File: src/hdl/bcd_seq_pkg.sv
// constants and types for the bcd weight output sequencer
package bcd_seq_pkg;
  localparam int unsigned CLK_MHZ = 250;
  localparam int unsigned SPACING_MS = 10;
  localparam int unsigned SPACING_CYCLES = SPACING_MS * 1000 * CLK_MHZ;
  localparam int unsigned WEIGHT_W = 24;
  localparam int unsigned SEL_W = 6;
  localparam int unsigned SEL_GROSS = 5;
  localparam int unsigned SEL_NET = 4;
  localparam int unsigned SEL_TARE = 3;
  localparam int unsigned SEL_DISP = 2;
  localparam int unsigned SEL_PRINT = 1;
  localparam int unsigned FIFO_DEPTH = 4;
  localparam int unsigned TYPE_W = 2;
  localparam logic [1:0] TYPE_NONE = 2'h0;
  localparam logic [1:0] TYPE_GROSS = 2'h1;
  localparam logic [1:0] TYPE_NET = 2'h2;
  localparam logic [1:0] TYPE_TARE = 2'h3;
  localparam logic [31:0] CNT_RESET = 32'h0;
  typedef enum logic [1:0]
  {
    ST_IDLE = 2'h0,
    ST_PICK = 2'h1,
    ST_WAIT = 2'h3
  } seq_state_t;
endpackage : bcd_seq_pkg

File: src/hdl/bcd_weight_output_sequencer.sv
// bcd weight output sequencer with output fifo
`timescale 1ns/1ps
module bcd_fifo #(
  parameter int unsigned WIDTH = 26,
  parameter int unsigned DEPTH = 4
) (
  input wire logic sys_clk,
  input wire logic rst_b,
  input wire logic [WIDTH-1:0] in_data,
  input wire logic in_valid,
  output logic in_ready,
  output logic [WIDTH-1:0] out_data,
  output logic out_valid,
  input wire logic out_ready
);
  localparam int unsigned AW = $clog2(DEPTH);
  logic [WIDTH-1:0] mem_q [DEPTH];
  logic [WIDTH-1:0] mem_d [DEPTH];
  logic [AW-1:0] wr_q, wr_d, rd_q, rd_d;
  logic [AW:0] cnt_q, cnt_d;
  logic push, pop;
  always_comb
  begin
    push = in_valid && (cnt_q != (AW+1)'(DEPTH));
    pop = out_valid && out_ready;
    mem_d = mem_q;
    wr_d = wr_q;
    rd_d = rd_q;
    if (push)
    begin
      mem_d[wr_q] = in_data;
      wr_d = (wr_q == AW'(DEPTH - 1)) ? '0 : wr_q + 1'b1;
    end
    if (pop)
    begin
      rd_d = (rd_q == AW'(DEPTH - 1)) ? '0 : rd_q + 1'b1;
    end
    cnt_d = cnt_q + (AW+1)'(push) - (AW+1)'(pop);
  end
  always_ff @(posedge sys_clk or negedge rst_b)
  begin
    if (!rst_b)
    begin
      for (int i = 0; i < DEPTH; i++)
      begin
        mem_q[i] <= '0;
      end
      wr_q <= '0;
      rd_q <= '0;
      cnt_q <= '0;
    end
    else
    begin
      mem_q <= mem_d;
      wr_q <= wr_d;
      rd_q <= rd_d;
      cnt_q <= cnt_d;
    end
  end
  assign in_ready = (cnt_q != (AW+1)'(DEPTH));
  assign out_valid = (cnt_q != '0);
  assign out_data = mem_q[rd_q];
endmodule : bcd_fifo

module bcd_weight_output_sequencer #(
  parameter int unsigned SPACING_DIV = bcd_seq_pkg::SPACING_CYCLES
) (
  input wire logic sys_clk,
  input wire logic rst_b,
  input wire logic [bcd_seq_pkg::SEL_W-1:0] output_selection_field,
  input wire logic [bcd_seq_pkg::WEIGHT_W-1:0] gross_bcd,
  input wire logic [bcd_seq_pkg::WEIGHT_W-1:0] net_bcd,
  input wire logic [bcd_seq_pkg::WEIGHT_W-1:0] tare_bcd,
  input wire logic [bcd_seq_pkg::TYPE_W-1:0] display_type,
  input wire logic print_req,
  input wire logic trigger_req,
  output logic [bcd_seq_pkg::WEIGHT_W-1:0] bcd_data,
  output logic [bcd_seq_pkg::TYPE_W-1:0] weight_type,
  output logic data_valid,
  input wire logic data_ready,
  output logic busy
);
  localparam int unsigned FW = bcd_seq_pkg::WEIGHT_W + bcd_seq_pkg::TYPE_W;
  bcd_seq_pkg::seq_state_t st_q, st_d;
  logic print_q, trig_q, print_d, trig_d;
  logic [2:0] pend_q, pend_d;
  logic [31:0] cnt_q, cnt_d;
  logic [FW-1:0] push_data, fifo_out;
  logic push_valid, push_ready, fifo_valid, pop_ready;
  logic [FW-1:0] out_q, out_d;
  logic out_v_q, out_v_d;
  logic [2:0] en_mask;
  logic req_edge;
  logic [1:0] pick_type;

  // weight value for a type code
  function automatic logic [bcd_seq_pkg::WEIGHT_W-1:0] value_of(
    input logic [1:0] t,
    input logic [bcd_seq_pkg::WEIGHT_W-1:0] g,
    input logic [bcd_seq_pkg::WEIGHT_W-1:0] n,
    input logic [bcd_seq_pkg::WEIGHT_W-1:0] r
  );
    case (t)
      bcd_seq_pkg::TYPE_GROSS: value_of = g;
      bcd_seq_pkg::TYPE_NET: value_of = n;
      bcd_seq_pkg::TYPE_TARE: value_of = r;
      default: value_of = '0;
    endcase
  endfunction : value_of

  localparam logic [31:0] CNT_ONE = 32'h1;

  always_comb
  begin
    print_d = print_req;
    trig_d = trigger_req;
    en_mask = {output_selection_field[bcd_seq_pkg::SEL_GROSS],
               output_selection_field[bcd_seq_pkg::SEL_NET],
               output_selection_field[bcd_seq_pkg::SEL_TARE]};
    req_edge = (trigger_req && !trig_q) ||
               (print_req && !print_q && output_selection_field[bcd_seq_pkg::SEL_PRINT]);
    if (pend_q[2])
    begin
      pick_type = bcd_seq_pkg::TYPE_GROSS;
    end
    else if (pend_q[1])
    begin
      pick_type = bcd_seq_pkg::TYPE_NET;
    end
    else
    begin
      pick_type = bcd_seq_pkg::TYPE_TARE;
    end
    st_d = st_q;
    pend_d = pend_q;
    cnt_d = cnt_q;
    push_valid = 1'b0;
    push_data = '0;
    case (st_q)
      bcd_seq_pkg::ST_IDLE:
      begin
        if (req_edge)
        begin
          if (output_selection_field[bcd_seq_pkg::SEL_DISP])
          begin
            pend_d = (display_type == bcd_seq_pkg::TYPE_GROSS) ? 3'h4 :
                     (display_type == bcd_seq_pkg::TYPE_NET) ? 3'h2 :
                     (display_type == bcd_seq_pkg::TYPE_TARE) ? 3'h1 : 3'h0;
          end
          else
          begin
            pend_d = en_mask;
          end
          st_d = bcd_seq_pkg::ST_PICK;
        end
      end
      bcd_seq_pkg::ST_PICK:
      begin
        if (pend_q == 3'h0)
        begin
          st_d = bcd_seq_pkg::ST_IDLE;
        end
        else
        begin
          push_valid = 1'b1;
          push_data = {pick_type, value_of(pick_type, gross_bcd, net_bcd, tare_bcd)};
          if (push_ready)
          begin
            pend_d = pend_q & ~((pick_type == bcd_seq_pkg::TYPE_GROSS) ? 3'h4 :
                     (pick_type == bcd_seq_pkg::TYPE_NET) ? 3'h2 : 3'h1);
            cnt_d = CNT_ONE;
            st_d = bcd_seq_pkg::ST_WAIT;
          end
        end
      end
      bcd_seq_pkg::ST_WAIT:
      begin
        if (pend_q == 3'h0)
        begin
          st_d = bcd_seq_pkg::ST_IDLE;
        end
        else if (cnt_q >= SPACING_DIV - 1)
        begin
          st_d = bcd_seq_pkg::ST_PICK;
        end
        else
        begin
          cnt_d = cnt_q + 32'h1;
        end
      end
      default:
      begin
        st_d = bcd_seq_pkg::ST_IDLE;
      end
    endcase
    pop_ready = !out_v_q || data_ready;
    out_d = out_q;
    out_v_d = out_v_q;
    if (pop_ready)
    begin
      out_v_d = fifo_valid;
      if (fifo_valid)
      begin
        out_d = fifo_out;
      end
    end
  end

  bcd_fifo #(
    .WIDTH(FW),
    .DEPTH(bcd_seq_pkg::FIFO_DEPTH)
  ) u_fifo (
    .sys_clk(sys_clk),
    .rst_b(rst_b),
    .in_data(push_data),
    .in_valid(push_valid),
    .in_ready(push_ready),
    .out_data(fifo_out),
    .out_valid(fifo_valid),
    .out_ready(pop_ready)
  );

  always_ff @(posedge sys_clk or negedge rst_b)
  begin
    if (!rst_b)
    begin
      st_q <= bcd_seq_pkg::ST_IDLE;
      print_q <= 1'b0;
      trig_q <= 1'b0;
      pend_q <= 3'h0;
      cnt_q <= bcd_seq_pkg::CNT_RESET;
      out_q <= '0;
      out_v_q <= 1'b0;
      busy <= 1'b0;
    end
    else
    begin
      st_q <= st_d;
      print_q <= print_d;
      trig_q <= trig_d;
      pend_q <= pend_d;
      cnt_q <= cnt_d;
      out_q <= out_d;
      out_v_q <= out_v_d;
      busy <= (st_d != bcd_seq_pkg::ST_IDLE);
    end
  end

  assign bcd_data = out_q[bcd_seq_pkg::WEIGHT_W-1:0];
  assign weight_type = out_q[FW-1:bcd_seq_pkg::WEIGHT_W];
  assign data_valid = out_v_q;
endmodule : bcd_weight_output_sequencer

File: config.mk
export PLATFORM = sky130hd
export DESIGN_NAME = bcd_weight_output_sequencer
export DESIGN_NICKNAME = d
export VERILOG_FILES = /design/src/hdl/bcd_seq_pkg.sv /design/src/hdl/bcd_weight_output_sequencer.sv
export SDC_FILE = /design/constraint.sdc
export NUM_CORES = 1
export LEC_CHECK = 0
export BUFFER_PORTS_ARGS = -buffer_cell sky130_fd_sc_hd__buf_2
export CORE_MARGIN = 2
export CORE_UTILIZATION = 35
export CTS_CLUSTER_SIZE = 28
export DETAILED_ROUTE_END_ITERATION = 16
export GPL_TIMING_DRIVEN = 0
export SLEW_MARGIN = 20
export SYNTH_ARGS = -nofsm -noshare
export SYNTH_HDL_FRONTEND = slang
export SYNTH_SLANG_ARGS = --single-unit
export TNS_END_PERCENT = 1
File: constraint.sdc
create_clock -name sys_clk -period 4.5 [get_ports sys_clk]
set_clock_uncertainty 0.2 [all_clocks]
set_input_delay 0.45 -clock sys_clk [delete_from_list [all_inputs] [get_ports sys_clk]]
set_output_delay 0.45 -clock sys_clk [all_outputs]
set_load 0.02 [all_outputs]
==> Word level (Yosys, flattened, before mapping) <==
Cells that the tools add are included.
{ "word_totals": {"reg_bits": 178, "in_bits": 85, "output_inout_bits": 28, "word_cells": 100} }
{ "classes": {"n_addsub": 5, "magnitude_cmp": 4, "n_eq_ne": 16, "mux": 36, "n_bitwise": 4, "reduce_logical": 20} }
{ "op_table": {"columns": ["cell", "n"], "rows": [
  ["$mux 26", 5],
  ["$mux 32", 4],
  ["$bwmux 104", 1],
  ["$pmux 24 s3", 1],
  ["$pmux 32 s2", 1],
  ["$bmux 26 s2", 1],
  ["$demux 26 s2", 1],
  ["$add 32x1->32 const B", 1],
  ["$ge 32x22->1 const B", 1],
  ["$mux 2", 10],
  ["$mux 3", 6],
  ["$eq 2x2->1 const B", 7],
  ["$ne 2x2->1 const B", 5],
  ["$eq 2x1->1 const B", 3],
  ["$ge 3x3->1 const B", 2],
  ["$logic_and 1x1->1", 6],
  ["$not 2->3", 2],
  ["$pmux 2 s3", 1],
  ["$pmux 3 s2", 1],
  ["$reduce_bool 2->1", 3],
  ["$reduce_and 5->1", 1],
  ["$add 2x1->2 const B", 2],
  ["$mux 1", 4],
  ["$reduce_and 4->1", 1],
  ["12 further kinds", 15]
]} }

==> Depth between registers and ports, before layout <==
{ "logic_depth": {"ltp_word": 10, "depth_mapped": 11, "mapped_depth_nobuf": 9} }

==> Hierarchy <==
A second synthesis with hierarchy kept.
{ "unflattened": {"hier_cells": 680, "hier_area_um2": 9057.4} }
{ "modules_own_cells": {"columns": ["module", "instances", "cells_each", "area_each_um2", "seq_area_each_um2"], "rows": [
  ["bcd_fifo", 1, 290, 5346.4, 2777.7],
  ["bcd_weight_output_sequencer", 1, 390, 3711.1, 1676.6]
]} }

==> Worst setup path before layout <==
No wires, ideal clock.
{ "synth_timing": {"kind": "reg2reg", "start": "register st_q[1]", "end": "register u_fifo.cnt_q[2]", "setup_time_ns": 0.123, "arrival_ns": 2.482, "required_time_ns": 4.177, "slack_ns": 1.695, "path_stages_with_launch": 11, "path_buffers": 2, "synth_period_minus_slack_ns": 2.805, "path_cell_list": "dfrtp_1 nand2b_1 a211o_1 inv_2 clkbuf_1 clkbuf_1 ha_1 inv_1 fa_1 xnor2_1 xnor2_1"} }
{ "synth_between": {"elab_chain_cells": 5} }
{ "synth_lines": {"columns": ["item", "line_no", "source"], "rows": [
  ["start, declared", "bcd_weight_output_sequencer.sv:84", "bcd_seq_pkg::seq_state_t st_q, st_d;"],
  ["start signal, assigned", "bcd_weight_output_sequencer.sv:227", "st_q <= bcd_seq_pkg::ST_IDLE;"],
  ["start signal, assigned", "bcd_weight_output_sequencer.sv:238", "st_q <= st_d;"],
  ["$eq 2x1->1", "bcd_weight_output_sequencer.sv:139", "case (st_q)"],
  ["$mux 1", "bcd_weight_output_sequencer.sv:139", null],
  ["$logic_and 1x1->1", "bcd_weight_output_sequencer.sv:24", "push = in_valid && (cnt_q != (AW+1)'(DEPTH));"],
  ["named net u_fifo.push", "bcd_weight_output_sequencer.sv:21", "logic push, pop;"],
  ["$add 3x1->3", "bcd_weight_output_sequencer.sv:38", "cnt_d = cnt_q + (AW+1)'(push) - (AW+1)'(pop);"],
  ["$sub 3x1->3", "bcd_weight_output_sequencer.sv:38", null],
  ["named net u_fifo.cnt_d[2]", "bcd_weight_output_sequencer.sv:20", "logic [AW:0] cnt_q, cnt_d;"],
  ["end signal, assigned", "bcd_weight_output_sequencer.sv:57", "cnt_q <= cnt_d;"],
  ["end, declared", "bcd_weight_output_sequencer.sv:20", null]
]} }
The timed path passes the listed nets, and every way through them passes these cells.
A chain may end at the register's enable or synchronous reset.

==> Worst setup path in the final report <==
{ "layout_timing": {"start": "register u_fifo.cnt_q[1]", "end": "register u_fifo.cnt_q[2]"} }
{ "layout_between": {"word_cells_on_any_way": 6, "cone_classes": "add/sub (2); eq/ne (1); reduce/logical (3)"} }
{ "layout_rtl": {"columns": ["item", "line_no", "source"], "rows": [
  ["$reduce_bool 3->1", "bcd_weight_output_sequencer.sv:61", "assign out_valid = (cnt_q != '0);"],
  ["$logic_and 1x1->1", "bcd_weight_output_sequencer.sv:25", "pop = out_valid && out_ready;"],
  ["named net u_fifo.pop", "bcd_weight_output_sequencer.sv:21", null],
  ["$sub 3x1->3", "bcd_weight_output_sequencer.sv:38", null],
  ["named net u_fifo.cnt_d[2]", "bcd_weight_output_sequencer.sv:20", null]
]} }
The timed path passes the listed nets, and every way through them passes these cells.

==> flow_summary.ini <==
[yosys]
yosysSeqAreaShare = 0.5362
synth_area_leaders = dfrtp_1, mux4_2, o21ai_0
synth-edff-count = 0
ys_ff_latch = 178
synth.avg_cell_area_um2 = 10.83
synth_cells = 767
netlist_area_um2 = 8307
synth_top_area_frac = 0.5362
synth.distinct_cells = 55
syn_nets = 861
yosys_most_used_dff = dfrtp_1
yosysTopAreaCell = dfrtp_1
async_reset_ff_frac = 1.000
yosys_warnings = 0

[min_path]
whs_path_depth = 2
min_to = data_valid$_DFFE_PN0N_
hold_class = in -> reg
hp-start = data_ready

[power_and_ir_drop]
ir_drop_mv = 0.3097
pwr_density_cell_nw_per_um2 = 660.0
power_switching_mw = 2.497
p_seq_frac = 0.394
total_power_mw = 6.565
clkPwrFrac = 0.226
power_frac_comb = 0.380
p_int_mw = 4.068
sw_frac_of_total = 0.3804
leakagePower_nw = 4.528

[place]
place.gp.congestion = 0.8464
port_buffers = 111
place_inst = 1199
dp_hpwl_um = 15520

[die]
die_y_um = 158.1
io_pins = 113
dieWidth_um = 158.1
initial_utilization = 0.3550
coreArea_um2 = 23400
rows = 56
dieArea_um2 = 24980

[detailed_routing]
dr.pass1.iters = 5
drc_errors = 0
drtIter0Drc = 415
vias = 6406
avgViaCountPerCell = 5.191
ant_nets = 0
drt-total-wl_um = 22400
wl_per_cell_um = 18.15

[worst_setup_path]
critPathCaptureType = register
worstPathArrival_ns = 3.75
reg2regPathDepth = 11
reg2reg_slack_ns = 0.90
cp.required_ns = 4.65
path_max_fanout = 10
cp-start-kind = register
r2r_start = u_fifo.cnt_q[1]$_DFF_PN0_
crit_type = reg -> reg
rr_endpoint = u_fifo.cnt_q[2]$_DFF_PN0_

[layout]
regArea_um2 = 4454
diodes = 0
multi_input_area_um2 = 3603
utilization = 0.4250
fin_cells = 1234
mostFrequentLayoutCells = dfrtp_1, nand2_1, buf_2
area_delta_synth_final_pct = 19.75
final_nets = 996
nFillCells = 2316
drive_above_1_share = 0.2448
final_common_cell = dfrtp_1

[clocking]
cts_root_buffer = clkbuf_16
cts_sinks = 178
cts_tree = built
clk-insertion-delay-late_ns = 0.43
cts_buffers = 17
postCtsSetupBuffers = 0
hold_buffers = 3
cts_htree_levels = 4
path_clk_slew_ns = 0.07
post_cts_resized = 0
clock_path_buffers = 2

[sta]
rsz0062_at_grt = false
relSlewSlack = 0.2488
tns_ns = 0
hold_viol_final = 0
tightest_slew_ns = 1.127
timing.hold.ws_ns = 0.01872
finalSetupViolCount = 0
fin_crit_sh = 0.7999
period_minus_slack_ns = 3.599
drv_slew = 0
fmax_mhz = 277.8

[grt]
grt_remaining_overflow = 0
grt_max_degree = 73
grt_pass1_vias = 6321
grt_pass1_wl_um = 35700
track_usage = 0.1895
antenna_found_initial = 0

[status]
status = finished, final reports clean

[run]
maxCapViolations = 0
[logic make-up after synthesis]
family,count (synthesis),synth area share
muxes,88,0.1500
adders and majority gates,9,0.01446
DFF,178,0.5362
and+or+nand+nor,249,0.1408
xor gates and xnor gates,3,0.003164
buffers and inverters,61,0.02997
AOI/OAI and AO/OA,179,0.1253
[worst max-delay path: stages (launching register included)]
cell and delay (ns):
dfrtp_1 0.44, nor3_1 0.11, a21oi_1 0.17, buf_1 0.69, buf_1 0.64, ha_1 0.35, inv_1 0.06, ha_1 0.12
inv_1 0.05, fa_1 0.37, xnor2_1 0.18, xnor2_1 0.14
[state kept, by name, summed over array words and instances, names as in the netlist, 2 cells and up]
register,flops
u_fifo.mem_q,104
u_fifo.wr_q,2
u_fifo.rd_q,2
u_fifo.cnt_q,3
cnt_q,32
pend_q,3
st_q,2
out_q,26
[synth_stat cells (all sizes together), types with 6 or more instances]
master / count
dfrtp: 178
nand2: 125
o21ai: 101
nor2: 44
a21oi: 36
mux2: 32
clkbuf: 31
mux2i: 30
mux4: 26
buf: 16
and2: 14
inv: 14
nand4: 10
o31ai: 9
or3: 9
ha: 8
nor3: 8
a31oi: 6
nand2b: 6
nand3: 6
nor4: 6
[layout make-up]
type / instances / share of cell area
buffer: 47 / 0.01975
clock buffer: 18 / 0.04314
tap: 319 / 0.04013
multi-input combinational: 528 / 0.3623
timing repair buffer: 116 / 0.06541
sequential: 178 / 0.4478
inverter: 14 / 0.005283
clock inverter: 14 / 0.01623
[per-stage QoR]
stage	instance area (um^2)	setup WS, ns
floorplan	8307	1.695
global placement	9261	-0.1858
detailed placement	9326	0.7537
CTS	9947	0.7760
global route	9947	0.5787
finish	9947	0.9006
[how the worst max path moves through the flow]
stage,depth (start not counted),slack [ns],startpoint,endpoint
after CTS,11,0.78,u_fifo.cnt_q[1]$_DFF_PN0_,u_fifo.cnt_q[2]$_DFF_PN0_
after global placement,1,-0.19,rst_b,data_valid$_DFFE_PN0N_
after floorplan,10,1.70,st_q[1]$_DFF_PN0_,u_fifo.cnt_q[2]$_DFF_PN0_
after detailed placement,12,0.75,data_ready,u_fifo.cnt_q[2]$_DFF_PN0_
after global routing,11,0.58,u_fifo.cnt_q[1]$_DFF_PN0_,u_fifo.cnt_q[2]$_DFF_PN0_
final,11,0.90,u_fifo.cnt_q[1]$_DFF_PN0_,u_fifo.cnt_q[2]$_DFF_PN0_
[layer usage]
metal  wire length [um]  vias to the layer above  global-route usage
met5                  0                        -                   0
met4                401                        0             0.05320
met3                878                       25             0.03011
met2              10980                      155              0.3180
met1              10140                     3207              0.2552
li1                   -                     3019                   -
[power groups by stage]
stage	clock network [mW]	logic (mW)	registers [mW]
after floorplan	0	1.61	2.67
after global placement	0	2.47	2.59
after detailed placement	0	2.53	2.61
after CTS	1.50	2.54	2.59
after global routing	1.59	2.78	2.67
final	1.48	2.50	2.59
Power figures use the tool's default switching activity.
